===== src/acd_defs.svh =====
// Constants for the command decoder and result FIFO.
// Assumes inclusion by acd_top only.
`ifndef ACD_DEFS_SVH
`define ACD_DEFS_SVH
`define ACD_SETUP_RESET   8'h28
`define ACD_CTRL_RESET    8'h00
`define ACD_CKMODE_PIN    2'h0
`define ACD_CKMODE_SINGLE 2'h1
`define ACD_CKMODE_REG    2'h2
`define ACD_CKMODE_SCLK   2'h3
`define ACD_CMD_GPIO_CFG  8'h03
`define ACD_CMD_GPIO_WR   8'h02
`define ACD_CMD_GPIO_RD   8'h01
`define ACD_DAC_ONES      12'hfff
`define ACD_DAC_ZEROS     12'h000
`define ACD_RESULT_DEPTH  16
`define ACD_STRAP_WAIT    2'h3
`endif


===== src/acd_pkg.sv =====
// Types shared by the command decoder.
// Assumes acd_defs.svh is on the include path.
package acd_pkg;
	typedef enum logic [2:0] {
		ACD_ST_CMD,
		ACD_ST_POL,
		ACD_ST_DAC,
		ACD_ST_GPIO,
		ACD_ST_SKIP
	} acd_state_e;
endpackage : acd_pkg


===== src/acd_top.sv =====
// Serial command decoder with result FIFO for a multichannel converter.
// Assumes pins are asynchronous to clk; results arrive from the converter
// core as one-cycle strobes on clk.
// Function
// - Decode command bytes by leading-one position; zeros byte is no-op.
// - Conversion byte: channel bits 6-3, scan bits 2-1, temperature bit 0.
// - Setup byte: clock mode 5-4, reference 3-2, polarity register 1-0.
// - Averaging byte: enable bit 4, count 3-2, scan repeats 1-0.
// - Reset byte: reset request bit 2, slow bit 1, bandgap bit 0.
// - GPIO commands 03/02/01, read 01 is ignored; write takes one or two data bytes.
// - Without GPIO pins every GPIO command is ignored.
// - Power up shut down; registers zero except setup at 28h.
// - DAC input registers start all ones or zeros by wake-up pin.
// - Clock modes select pin, single, register or serial-clock start.
// - Serial-clock mode disables scanning and averaging.
// - End-of-conversion low when done except in mode 11 (held high), high on select/start fall.
// - Differential pairs are even/odd, even positive; channel count varies.
// - Shared start/reference/analog pin serves one function at a time.
// - Polarity register bits make pairs differential; unipolar negative is 0.
// - Unipolar straight binary, bipolar two's complement, single-ended unipolar.
// - FIFO holds sixteen ADC results plus one temperature slot.
// - Full FIFO overwrites oldest ADC result.
// - Results read as two bytes, four zeros then twelve bits.
// - Empty FIFO shifts out zeros.
// - Temperature read first; new temperature replaces unread one.
// - Temperature is two's complement, eight steps per degree.
// - Serial input sampled MSB first on falling serial clock edges.
// - Raising chip select resets the serial interface state.
`include "acd_defs.svh"
`timescale 1ns/1ps
`default_nettype none

// ---------------------------------------------------------------
// Result FIFO
// ---------------------------------------------------------------
module acd_fifo #(
	parameter int WIDTH = 12,
	parameter int DEPTH = 16
) (
	input  wire logic             clk,
	input  wire logic             resetn,
	input  wire logic             in_valid,
	output logic                  in_ready,
	input  wire logic [WIDTH-1:0] in_data,
	output logic                  out_valid,
	input  wire logic             out_ready,
	output logic      [WIDTH-1:0] out_data
);
	localparam int AW = $clog2(DEPTH);
	initial begin
		if (DEPTH < 2 || (1 << AW) != DEPTH)
			$error("acd_fifo: DEPTH must be a power of two");
	end
	logic [WIDTH-1:0] mem [DEPTH];
	logic [AW-1:0]    rd_ptr;
	logic [AW-1:0]    wr_ptr;
	logic [AW:0]      count;
	logic             do_wr;
	logic             do_rd;
	assign in_ready  = count != (AW+1)'(DEPTH);
	assign out_valid = count != '0;
	assign out_data  = mem[rd_ptr];
	assign do_wr     = in_valid && in_ready;
	assign do_rd     = out_valid && out_ready;
	always_ff @(posedge clk) begin
		if (do_wr)
			mem[wr_ptr] <= in_data;
	end
	always_ff @(posedge clk or negedge resetn) begin
		if (!resetn) begin
			rd_ptr <= '0;
			wr_ptr <= '0;
			count  <= '0;
		end else begin
			if (do_wr)
				wr_ptr <= wr_ptr + 1'b1;
			if (do_rd)
				rd_ptr <= rd_ptr + 1'b1;
			if (do_wr && !do_rd)
				count <= count + 1'b1;
			else if (do_rd && !do_wr)
				count <= count - 1'b1;
		end
	end
endmodule : acd_fifo

// ---------------------------------------------------------------
// Decoder top
// ---------------------------------------------------------------
module acd_top
	import acd_pkg::*;
#(
	parameter int GPIO_BYTES = 2
) (
	input  wire logic        clk,
	input  wire logic        resetn,
	input  wire logic        cs_n,
	input  wire logic        sclk,
	input  wire logic        din,
	output logic             dout,
	input  wire logic        conversion_start_n,
	input  wire logic        dac_wakeup_level_select,
	output logic             eoc_n,
	input  wire logic        conv_done,
	input  wire logic        result_valid,
	input  wire logic [11:0] result_data,
	input  wire logic        temp_valid,
	input  wire logic [11:0] temp_data,
	output logic [7:0]       conversion_control,
	output logic [7:0]       setup_control,
	output logic [7:0]       averaging_control,
	output logic [7:0]       reset_control,
	output logic [7:0]       unipolar_mode,
	output logic [7:0]       bipolar_mode,
	output logic             conversion_request,
	output logic             start_pin_enabled,
	output logic             scan_enabled,
	output logic             average_enabled,
	output logic [11:0]      dac_input,
	output logic             dac_write,
	output logic [7:0]       dac_select,
	output logic [15:0]      gpio_data,
	output logic             gpio_write,
	output logic             gpio_config
);
	initial begin
		if (GPIO_BYTES < 0 || GPIO_BYTES > 2)
			$error("acd_top: GPIO_BYTES must be 0, 1 or 2");
	end

	// ---------------------------------------------------------------
	// Pin synchronisers and edges
	// ---------------------------------------------------------------
	logic [1:0] cs_s;
	logic [1:0] sck_s;
	logic [1:0] din_s;
	logic [1:0] cnv_s;
	logic       cs_d;
	logic       sck_d;
	logic       cnv_d;
	always_ff @(posedge clk or negedge resetn) begin
		if (!resetn) begin
			cs_s  <= 2'h3;
			sck_s <= 2'h0;
			din_s <= 2'h0;
			cnv_s <= 2'h3;
			cs_d  <= 1'b1;
			sck_d <= 1'b0;
			cnv_d <= 1'b1;
		end else begin
			cs_s  <= {cs_s[0], cs_n};
			sck_s <= {sck_s[0], sclk};
			din_s <= {din_s[0], din};
			cnv_s <= {cnv_s[0], conversion_start_n};
			cs_d  <= cs_s[1];
			sck_d <= sck_s[1];
			cnv_d <= cnv_s[1];
		end
	end
	logic cs_fall;
	logic cs_rise;
	logic sck_fall;
	logic sck_rise;
	logic cnv_fall;
	logic active;
	assign cs_fall  = cs_d && !cs_s[1];
	assign cs_rise  = !cs_d && cs_s[1];
	assign sck_fall = sck_d && !sck_s[1];
	assign sck_rise = !sck_d && sck_s[1];
	assign cnv_fall = cnv_d && !cnv_s[1];
	assign active   = !cs_s[1];

	// ---------------------------------------------------------------
	// Byte assembly
	// ---------------------------------------------------------------
	logic [7:0] shreg;
	logic [2:0] bitcnt;
	logic       byte_done;
	logic [7:0] rx_byte;
	assign rx_byte = {shreg[6:0], din_s[1]};
	assign byte_done = active && sck_fall && bitcnt == 3'h7;
	always_ff @(posedge clk or negedge resetn) begin
		if (!resetn) begin
			shreg  <= 8'h00;
			bitcnt <= 3'h0;
		end else if (!active) begin
			bitcnt <= 3'h0;
		end else if (sck_fall) begin
			shreg  <= rx_byte;
			bitcnt <= bitcnt + 3'h1;
		end
	end

	// ---------------------------------------------------------------
	// Command decode
	// ---------------------------------------------------------------
	acd_state_e state;
	logic       pol_bip;
	logic [1:0] left;
	logic [7:0] hold;
	logic       has_gpio;
	assign has_gpio = GPIO_BYTES != 0;
	always_ff @(posedge clk or negedge resetn) begin
		if (!resetn) begin
			state              <= ACD_ST_CMD;
			pol_bip            <= 1'b0;
			left               <= 2'h0;
			hold               <= 8'h00;
			conversion_control <= `ACD_CTRL_RESET;
			setup_control      <= `ACD_SETUP_RESET;
			averaging_control  <= `ACD_CTRL_RESET;
			reset_control      <= `ACD_CTRL_RESET;
			unipolar_mode      <= `ACD_CTRL_RESET;
			bipolar_mode       <= `ACD_CTRL_RESET;
			conversion_request <= 1'b0;
			dac_select         <= 8'h00;
			dac_write          <= 1'b0;
			gpio_data          <= 16'h0000;
			gpio_write         <= 1'b0;
			gpio_config        <= 1'b0;
		end else begin
			conversion_request <= 1'b0;
			dac_write          <= 1'b0;
			gpio_write         <= 1'b0;
			gpio_config        <= 1'b0;
			if (!active) begin
				state <= ACD_ST_CMD;
			end else if (byte_done) begin
				case (state)
				ACD_ST_CMD: begin
					if (rx_byte[7]) begin
						conversion_control <= rx_byte;
						conversion_request <= 1'b1;
					end else if (rx_byte[6]) begin
						setup_control <= rx_byte;
						pol_bip <= rx_byte[0];
						if (rx_byte[1])
							state <= ACD_ST_POL;
					end else if (rx_byte[5]) begin
						averaging_control <= rx_byte;
					end else if (rx_byte[4]) begin
						left  <= 2'h2;
						state <= ACD_ST_DAC;
					end else if (rx_byte[3]) begin
						reset_control <= rx_byte;
					end else if (rx_byte == `ACD_CMD_GPIO_WR) begin
						if (has_gpio) begin
							left  <= 2'(GPIO_BYTES);
							state <= ACD_ST_GPIO;
						end
					end else if (rx_byte == `ACD_CMD_GPIO_CFG) begin
						if (has_gpio) begin
							left  <= 2'(GPIO_BYTES);
							state <= ACD_ST_SKIP;
						end
					end
				end
				ACD_ST_POL: begin
					if (pol_bip)
						bipolar_mode <= rx_byte;
					else
						unipolar_mode <= rx_byte;
					state <= ACD_ST_SKIP;
					left  <= 2'h0;
				end
				ACD_ST_DAC: begin
					hold <= rx_byte;
					left <= left - 2'h1;
					if (left == 2'h1) begin
						dac_select <= hold;
						dac_write  <= 1'b1;
						state      <= ACD_ST_SKIP;
					end
				end
				ACD_ST_GPIO: begin
					gpio_data <= {gpio_data[7:0], rx_byte};
					left      <= left - 2'h1;
					if (left == 2'h1) begin
						gpio_write <= 1'b1;
						state      <= ACD_ST_SKIP;
					end
				end
				ACD_ST_SKIP: begin
					if (left != 2'h0) begin
						left <= left - 2'h1;
						gpio_config <= left == 2'h1;
					end
				end
				default: state <= ACD_ST_CMD;
				endcase
			end
		end
	end

	// DAC input: strap passes two flops, then loads once after release
	logic [1:0] wake_s;
	logic [1:0] init_cnt;
	always_ff @(posedge clk or negedge resetn) begin
		if (!resetn) begin
			wake_s    <= 2'h0;
			init_cnt  <= `ACD_STRAP_WAIT;
			dac_input <= `ACD_DAC_ZEROS;
		end else begin
			wake_s <= {wake_s[0], dac_wakeup_level_select};
			if (init_cnt != 2'h0)
				init_cnt <= init_cnt - 2'h1;
			if (init_cnt == 2'h1)
				dac_input <= wake_s[1] ? `ACD_DAC_ONES
					: `ACD_DAC_ZEROS;
			else if (state == ACD_ST_DAC && byte_done && left == 2'h1)
				dac_input <= {hold[3:0], rx_byte};
		end
	end

	// ---------------------------------------------------------------
	// Mode controls
	// ---------------------------------------------------------------
	logic [1:0] ck_mode;
	logic       sclk_mode;
	assign ck_mode   = setup_control[5:4];
	assign sclk_mode = ck_mode == `ACD_CKMODE_SCLK;
	// Shared pin is a start input only in modes 00 and 01
	assign start_pin_enabled = ck_mode == `ACD_CKMODE_PIN
		|| ck_mode == `ACD_CKMODE_SINGLE;
	assign scan_enabled    = !sclk_mode;
	assign average_enabled = !sclk_mode && averaging_control[4];
	// Pairing, coding and clamping are done in the analog core.

	always_ff @(posedge clk or negedge resetn) begin
		if (!resetn)
			eoc_n <= 1'b1;
		else if (sclk_mode || cs_fall || (cnv_fall && start_pin_enabled))
			eoc_n <= 1'b1;
		else if (conv_done)
			eoc_n <= 1'b0;
	end

	// ---------------------------------------------------------------
	// Results and readout
	// ---------------------------------------------------------------
	logic        f_in_ready;
	logic        f_out_valid;
	logic [11:0] f_out_data;
	logic        f_pop;
	logic        drop;
	logic [11:0] temp_slot;
	logic        temp_full;
	logic [15:0] txreg;
	logic        half;
	logic        boundary;
	logic        reload;
	logic        tx_temp;
	logic        tx_fifo;
	logic        pend_valid;
	logic [11:0] pend_data;
	// Full FIFO drops its head so the newest result still lands
	assign drop     = result_valid && !f_in_ready;
	// A word is used up only once all sixteen bits went out
	assign boundary = active && sck_fall && bitcnt == 3'h7 && half;
	assign f_pop    = drop || (boundary && tx_fifo && f_out_valid);

	acd_fifo #(
		.WIDTH (12),
		.DEPTH (`ACD_RESULT_DEPTH)
	) u_fifo (
		.clk       (clk),
		.resetn    (resetn),
		.in_valid  (pend_valid || (result_valid && !drop)),
		.in_ready  (f_in_ready),
		.in_data   (pend_valid ? pend_data : result_data),
		.out_valid (f_out_valid),
		.out_ready (f_pop),
		.out_data  (f_out_data)
	);
	// Result that arrives while the FIFO is full waits one cycle
	always_ff @(posedge clk or negedge resetn) begin
		if (!resetn) begin
			pend_valid <= 1'b0;
			pend_data  <= 12'h000;
		end else begin
			pend_valid <= drop;
			pend_data  <= result_data;
		end
	end

	always_ff @(posedge clk or negedge resetn) begin
		if (!resetn) begin
			temp_slot <= 12'h000;
			temp_full <= 1'b0;
		end else if (temp_valid) begin
			temp_slot <= temp_data;
			temp_full <= 1'b1;
		end else if (boundary && tx_temp) begin
			temp_full <= 1'b0;
		end
	end

	// Word boundary every sixteen bits; bitcnt covers a byte, so track half
	always_ff @(posedge clk or negedge resetn) begin
		if (!resetn)
			half <= 1'b0;
		else if (!active)
			half <= 1'b0;
		else if (sck_fall && bitcnt == 3'h7)
			half <= !half;
	end

	// Peek on load, consume at the boundary: a cut frame loses nothing
	always_ff @(posedge clk or negedge resetn) begin
		if (!resetn) begin
			txreg   <= 16'h0000;
			reload  <= 1'b0;
			tx_temp <= 1'b0;
			tx_fifo <= 1'b0;
		end else begin
			reload <= boundary;
			if (cs_fall || reload) begin
				tx_temp <= temp_full;
				tx_fifo <= !temp_full && f_out_valid;
				if (temp_full)
					txreg <= {4'h0, temp_slot};
				else if (f_out_valid)
					txreg <= {4'h0, f_out_data};
				else
					txreg <= 16'h0000;
			end else if (active && ((sclk_mode && sck_rise)
				|| (!sclk_mode && sck_fall))) begin
				txreg <= {txreg[14:0], 1'b0};
			end
		end
	end
	assign dout = txreg[15];
endmodule : acd_top
`default_nettype wire


===== config.mk =====
export PLATFORM = sky130hd
export DESIGN_NAME = acd_top
export DESIGN_NICKNAME = d
export VERILOG_FILES = /design/src/acd_pkg.sv /design/src/acd_top.sv
export VERILOG_INCLUDE_DIRS = /design/src /design/src/src
export SDC_FILE = /design/constraint.sdc
export NUM_CORES = 1
export LEC_CHECK = 0
export BUFFER_PORTS_ARGS = -buffer_cell sky130_fd_sc_hd__buf_4
export CORE_MARGIN = 2
export CORE_UTILIZATION = 30
export CTS_BUF_LIST = sky130_fd_sc_hd__clkbuf_2 sky130_fd_sc_hd__clkbuf_4 sky130_fd_sc_hd__clkbuf_8
export CTS_CLUSTER_DIAMETER = 60
export DETAILED_ROUTE_END_ITERATION = 10
export PLACE_DENSITY = 0.44
export SKIP_CTS_REPAIR_TIMING = 1
export SYNTH_ARGS = -nofsm -noshare
export SYNTH_HDL_FRONTEND = slang
export SYNTH_HIERARCHICAL = 1
export SYNTH_SLANG_ARGS = --single-unit

===== constraint.sdc =====
create_clock -name clk -period 3.85 [get_ports clk]
set_input_delay 0.1925 -clock clk [delete_from_list [all_inputs] [get_ports clk]]
set_output_delay 0.1925 -clock clk [all_outputs]
set_load 0.005 [all_outputs]

==> out/results.ini, run 1 <==
[route]
vias_after_detailed_routing=8635
detail_route.wirelength_um=36900
highest_metal_layer_with_signal_wires=met4
drt-met1-wl_um=16900
drt_iter0_markers=439
post-route-drc-count=0
wl_met2_um=17700
met3RoutedLength_um=1600
wl_per_cell_um=19.6
final_antenna_net_count=0
first_pass_iters=5
route.detailed.vias_per_inst=4.59

[flow_run]
cap_violations=0

[floorplanning]
fp.dieH_um=228
fp.dieArea_um2=52100
floorplan.initialDensity=0.302
floorplan.io_pins=127
rows=82
fp.dieW_um=228
placeableCoreArea_um2=49900

[synth]
cell_area_after_technology_mapping_um2=15100
predominant_post_synthesis_flop_cell=sky130_fd_sc_hd__edfxtp_1
synthesis.yosys.warnings=6
synth_edf_count=192
share_of_the_synthesized_area_in_the_top_cell_type=0.382
synth.largest_area_cell=sky130_fd_sc_hd__edfxtp_1
post_synth_most_frequent_cells=sky130_fd_sc_hd__edfxtp_1, sky130_fd_sc_hd__dfrtp_1, sky130_fd_sc_hd__mux2_2
postSynthAreaPerCell_um2=15.8
synthCells=956
post_synth_num_cell_types=62
netlist_top_cells_area=sky130_fd_sc_hd__edfxtp_1, sky130_fd_sc_hd__dfrtp_1, sky130_fd_sc_hd__mux2_2
synthArstFlopShare=0.482
synth_most_common_cell=sky130_fd_sc_hd__edfxtp_1
synth.ff_latch_count=371
synth-seq-area-share=0.680

[setup_path]
end_kind=flop
worstSetupPathType=reg2reg
timing.critical_path.fanout_max=11
critical_path.startpoint_type=flop
worst-r2r-cell-count=13
worst-endpoint-arrival_ns=3.63
worst_reg2reg_setup_slack_ns=0.75
r2r-start=sck_s[1]
crit_required_ns=4.38
r2r-end=u_fifo/count[4]

[final_layout]
post-route-cell-area_um2=18500
layout_nets=1210
area_delta_synth_final_pct=22.7
antenna-diode-count=0
final_layout_size_suffix_gt1_frac=0.353
layout.filler_cells=4857

[timing]
max_freq_mhz=323
worst_pin_slew_ns=0.967
final.setup_skew_ns=0.0405
layout_min_cycle_time_ns=3.10
slew_violations=0
grt_setup_unrepaired=no
finalHoldViolCount=0
finalSetupViolations=0
finalSetupTns_ns=0
whs_ns=0.114
slew-limit-headroom=0.354
fin_crit_sh=0.804

[clock_network]
maximum_buffer_depth_of_the_clock_tree=3
cts.reportedPaths.clkPinSlew_ns=0.06
worstSkewPairLatency_ns=0.63
cts_num_sinks=371
ctsRootBufferMaster=sky130_fd_sc_hd__clkbuf_8
htree_levels=3
tritoncts_clock_tree=yes
cts_made_buffers=68

[status]
status=finished clean

[global_routing]
grt_max_degree=82
number_of_global_route_vias_before_repair=8753
gr-total-overflow=0
antenna_violations_before_repair=0
grt_first_pass_wirelength_um=55900
groute.usage.overall=0.143

[placement]
post-dp-hpwl_um=23500
finalWeightedCongestion=0.709
dpl_cell_area_um2=16800
buffer_ports.inserted=119

[min_path]
min-delay-path-class=in2async

[power_and_ir_drop]
switching_share=0.304
p_seq_frac=0.456
p_comb_frac=0.203
internal_power_of_the_cells_uw=7610
share_clk_of_total_power=0.340
power.static_leakage_uw=0.00757
max-vdd-ir-drop_uv=223
pwr_density_cell_nw_per_um2=591
p_switching_uw=3320

## area by class of cell
class	instances	area (um^2)	area share
sequential	371	10300	0.555
multi-input combinational	511	4410	0.239
timing repair buffer	191	1560	0.0845
clock buffer	99	1240	0.0669
tap	672	841	0.0455
clock inverter	22	113	0.00609
inverter	17	63.8	0.00345
## metal layers
layer  up-vias  GRT usage
li1       3981          -
met5         -          0
met1      4410      0.192
met4         0     0.0474
met2       192      0.227
met3        52     0.0343
## power groups by stage
stage / registers (uW) / logic, uW / clock network [uW]
3_3_place_gp: 5060 / 2210 / 0
5_1_grt: 5040 / 2420 / 4050
2_1_floorplan: 4800 / 1700 / 0
3_5_place_dp: 5070 / 2220 / 0
6_report: 4990 / 2220 / 3720
4_1_cts: 5000 / 2220 / 3850
## worst max-delay path, cell delays in order (launching register included)
cell and delay, ns:
sky130_fd_sc_hd__dfrtp_1 0.37, sky130_fd_sc_hd__nand2b_1 0.26, sky130_fd_sc_hd__nor2_1 0.07, sky130_fd_sc_hd__buf_4 0.18, sky130_fd_sc_hd__and3_1 0.22, sky130_fd_sc_hd__a31o_2 0.27
sky130_fd_sc_hd__nand2_1 0.13, sky130_fd_sc_hd__ha_1 0.18, sky130_fd_sc_hd__inv_1 0.12, sky130_fd_sc_hd__fa_1 0.47, sky130_fd_sc_hd__a21o_1 0.19, sky130_fd_sc_hd__a21oi_1 0.18
sky130_fd_sc_hd__mux2i_1 0.24, sky130_fd_sc_hd__xnor2_1 0.14
## stage by stage
stage          power [uW]  std cells   util  setup slack (ns)
3_3_place_gp         7270       1723  0.336             0.780
2_1_floorplan        6500        962      -              1.03
3_5_place_dp         7290       1723  0.336             0.758
6_report            10900       1883  0.371             0.754
5_1_grt             11500       1883  0.371             0.508
4_1_cts             11100       1844  0.363             0.715
## flip-flops by register name (all words and copies together), names as in the netlist, 5 cells and up
| register | flops |
|---|---|
| averaging_control | 6 |
| bipolar_mode | 8 |
| conversion_control | 8 |
| dac_input | 12 |
| dac_select | 8 |
| gpio_data | 16 |
| hold | 8 |
| pend_data | 12 |
| setup_control | 7 |
| shreg | 7 |
| temp_slot | 12 |
| txreg | 16 |
| u_fifo/count | 5 |
| u_fifo/mem | 192 |
| unipolar_mode | 8 |
## how the worst max path moves through the flow
stage | start | endpoint | depth (start not counted)
after CTS | sck_s[1] | u_fifo/count[4] | 13
final | sck_s[1] | u_fifo/count[4] | 13
after detailed placement | sck_s[1] | u_fifo/count[4] | 13
after floorplan | cs_s[1] | u_fifo/count[4] | 12
after global routing | sck_s[1] | u_fifo/count[4] | 13
after global placement | sck_s[1] | u_fifo/count[4] | 13
## cells in the final DEF, fill, tap and decap left out, types with 5 or more instances in the layout
cell,count
sky130_fd_sc_hd__nor3_1,25
sky130_fd_sc_hd__a221oi_2,16
sky130_fd_sc_hd__xnor2_1,11
sky130_fd_sc_hd__nand2b_1,7
sky130_fd_sc_hd__edfxtp_1,192
sky130_fd_sc_hd__nor2b_1,5
sky130_fd_sc_hd__clkinv_1,10
sky130_fd_sc_hd__buf_4,149
sky130_fd_sc_hd__dfstp_2,11
sky130_fd_sc_hd__a21oi_1,24
sky130_fd_sc_hd__clkinv_2,7
sky130_fd_sc_hd__ha_1,15
sky130_fd_sc_hd__conb_1,7
sky130_fd_sc_hd__inv_1,16
sky130_fd_sc_hd__nor2_1,32
sky130_fd_sc_hd__o21ai_0,30
sky130_fd_sc_hd__a221oi_1,18
sky130_fd_sc_hd__nand2_1,70
sky130_fd_sc_hd__mux2i_1,69
sky130_fd_sc_hd__nand3_1,7
sky130_fd_sc_hd__dfrtp_1,167
sky130_fd_sc_hd__mux4_2,24
sky130_fd_sc_hd__mux2_2,87
sky130_fd_sc_hd__dlygate4sd3_1,39
sky130_fd_sc_hd__a22oi_1,13
sky130_fd_sc_hd__clkbuf_8,80
sky130_fd_sc_hd__clkbuf_4,20
## kinds of logic (layout without fill, tap and decap cells)
family / count (synthesis) / count (layout) / synth area share
AOI/OAI and AO/OA: 116 / 116 / 0.0596
xor gates and xnor gates: 13 / 13 / 0.00755
adders and majority gates: 16 / 16 / 0.0138
buffers and inverters: 80 / 329 / 0.0310
DFF: 371 / 371 / 0.680
muxes: 180 / 180 / 0.147
other: 1 / 7 / 0.000249
and+or+nand+nor: 179 / 179 / 0.0607
(Power assumes the default switching activity.)
==> inputs of run 2 (changes only) <==
clock period = 3.15 ns   (was 3.85 ns; I/O delays follow)
==> out/results.ini, run 2 (same netlist as run 1, synthesis figures left out) <==
[floorplanning]
floorplan.initialDensity=0.302  ; unchanged
fp.dieH_um=228  ; unchanged
fp.dieArea_um2=52100  ; unchanged
fp.dieW_um=228  ; unchanged
floorplan.io_pins=127  ; unchanged
placeableCoreArea_um2=49900  ; unchanged
rows=82  ; unchanged

[route]
drt_iter0_markers=375  ; -15%
final_antenna_net_count=0  ; unchanged
post-route-drc-count=0  ; unchanged
first_pass_iters=4  ; -1
route.detailed.vias_per_inst=4.54  ; -0.98%
detail_route.wirelength_um=36600  ; -0.92%
vias_after_detailed_routing=8632  ; -0.035%
wl_per_cell_um=19.2  ; -1.9%

[setup_path]
worst_reg2reg_setup_slack_ns=0.18  ; -0.57 ns
worst-r2r-cell-count=12  ; -1
r2r-start=bitcnt[0]
timing.critical_path.fanout_max=5  ; -6
worstSetupPathType=reg2reg
r2r-end=u_fifo/count[4]
worst-endpoint-arrival_ns=3.50  ; -0.13 ns
end_kind=flop
crit_required_ns=3.69  ; -0.69 ns
critical_path.startpoint_type=flop

[power_and_ir_drop]
p_seq_frac=0.439  ; -0.017
power.static_leakage_uw=0.00769  ; +1.6%
pwr_density_cell_nw_per_um2=732  ; +24%
internal_power_of_the_cells_uw=9640  ; +27%
max-vdd-ir-drop_uv=237  ; +6.4%
share_clk_of_total_power=0.351  ; +0.011
switching_share=0.296  ; -0.00744
p_comb_frac=0.209  ; +0.006
p_switching_uw=4060  ; +22%

[timing]
finalSetupTns_ns=0  ; unchanged
grt_setup_unrepaired=no
final.setup_skew_ns=0.0219  ; -0.0186 ns
max_freq_mhz=337  ; +4.4%
worst_pin_slew_ns=1.14  ; +0.177 ns
whs_ns=0.203  ; +0.0890 ns
finalHoldViolCount=0  ; unchanged
finalSetupViolations=0  ; unchanged
layout_min_cycle_time_ns=2.97  ; -0.131 ns
fin_crit_sh=0.941  ; +0.137
slew_violations=0  ; unchanged
slew-limit-headroom=0.233  ; -0.121

[global_routing]
antenna_violations_before_repair=0  ; unchanged
gr-total-overflow=0  ; unchanged
grt_first_pass_wirelength_um=55700  ; -0.46%
groute.usage.overall=0.142  ; -0.000877
number_of_global_route_vias_before_repair=8912  ; +1.8%
grt_max_degree=104  ; +27%

[clock_network]
cts_num_sinks=371  ; unchanged
cts_made_buffers=68  ; unchanged
maximum_buffer_depth_of_the_clock_tree=3  ; unchanged
htree_levels=3  ; unchanged
worstSkewPairLatency_ns=0.62  ; about the same
cts.reportedPaths.clkPinSlew_ns=0.06  ; about the same
ctsRootBufferMaster=sky130_fd_sc_hd__clkbuf_8
tritoncts_clock_tree=yes

[placement]
post-dp-hpwl_um=23500  ; about the same
buffer_ports.inserted=119  ; unchanged
dp_cells=1733  ; +0.58%
finalWeightedCongestion=0.740  ; +4.4%

[final_layout]
final_common_cell=sky130_fd_sc_hd__edfxtp_1
non_filler_instances=1901  ; +0.96%
number_of_flip_flops_under_the_largest_register_name=192  ; unchanged
antenna-diode-count=0  ; unchanged
fin_util=0.375  ; +0.00452
reg.largest.list=u_fifo/mem: 192 flops, gpio_data: 16 flops, txreg: 16 flops
registers.top_by_ff_count=u_fifo/mem
layout_nets=1227  ; +1.4%
area_delta_synth_final_pct=24.2
final_layout_size_suffix_gt1_frac=0.360  ; +0.00703
commonest_non_fill_non_tap_cells_in_the_layout=sky130_fd_sc_hd__edfxtp_1, sky130_fd_sc_hd__dfrtp_1, sky130_fd_sc_hd__buf_4, sky130_fd_sc_hd__mux2_2, sky130_fd_sc_hd__clkbuf_8
layout.filler_cells=4834  ; -0.47%

[min_path]
min_from=result_data[2]
hold_depth=2
min-delay-path-class=in2reg
hold_end=pend_data[2]

[flow_run]
cap_violations=0  ; unchanged

[status]
status=finished clean

==> run 2: cell types whose count changed in the layout (fill, tap and decap cells not counted), moves of 3 or more <==
cell	previous run	this run
sky130_fd_sc_hd__buf_4	149	159
sky130_fd_sc_hd__dlygate4sd3_1	39	45
sky130_fd_sc_hd__bufinv_16	0	3
sky130_fd_sc_hd__nor3_2	1	4
sky130_fd_sc_hd__nor3_4	4	1
==> run 2: area by class of cell <==
type,count,area [um^2],area share
sequential,371,10300,0.548
multi-input combinational,511,4400,0.235
timing repair buffer,208,1720,0.0918
clock buffer,101,1250,0.0669
tap,672,841,0.0449
clock inverter,21,184,0.00983
inverter,17,63.8,0.00341
==> run 2: critical path, cell delays in order (launching register included) <==
cell and delay, ns:
sky130_fd_sc_hd__dfrtp_1 0.39, sky130_fd_sc_hd__ha_1 0.21, sky130_fd_sc_hd__ha_1 0.21, sky130_fd_sc_hd__and3_1 0.21
sky130_fd_sc_hd__a31o_2 0.28, sky130_fd_sc_hd__nand2_2 0.09, sky130_fd_sc_hd__ha_1 0.18, sky130_fd_sc_hd__inv_1 0.11
sky130_fd_sc_hd__fa_1 0.47, sky130_fd_sc_hd__a21o_1 0.19, sky130_fd_sc_hd__a21oi_1 0.17, sky130_fd_sc_hd__mux2i_1 0.24
sky130_fd_sc_hd__xnor2_1 0.13
==> run 2: worst max path at each step <==
stage,startpoint,to,slack [ns],depth (start not counted)
floorplan,cs_s[1],u_fifo/count[4],0.33,12
global placement,bitcnt[0],u_fifo/count[4],0.15,12
detailed placement,u_fifo/count[0],u_fifo/count[4],0.11,11
CTS,bitcnt[0],u_fifo/count[4],0.1,12
global route,bitcnt[0],u_fifo/count[4],0.03,12
finish,bitcnt[0],u_fifo/count[4],0.18,12
==> run 2: power groups by stage <==
stage / combinational (uW) / sequential, uW / clock [uW]
detailed placement: 2870 / 6120 / 0
CTS: 2870 / 6030 / 5010
finish: 2870 / 6020 / 4820
floorplan: 2080 / 5870 / 0
global route: 3120 / 6080 / 5210
global placement: 2870 / 6110 / 0
==> run 2: per-stage QoR <==
stage / setup slack [ns] / total power, uW / area (um^2)
2_1_floorplan: 0.328 / 7950 / 15100
3_3_place_gp: 0.152 / 8980 / 16800
3_5_place_dp: 0.110 / 8980 / 16800
4_1_cts: 0.0959 / 13900 / 18300
5_1_grt: 0.0346 / 14400 / 18700
6_report: 0.185 / 13700 / 18700
==> run 2: metal layers <==
| metal | wire length (um) | track usage | share of wire |
|---|---|---|---|
| met4 | 863 | 0.0498 | 0.024 |
| met2 | 17500 | 0.227 | 0.48 |
| met1 | 16500 | 0.184 | 0.45 |
| met5 | 0 | 0 | 0 |
| met3 | 1700 | 0.0401 | 0.047 |
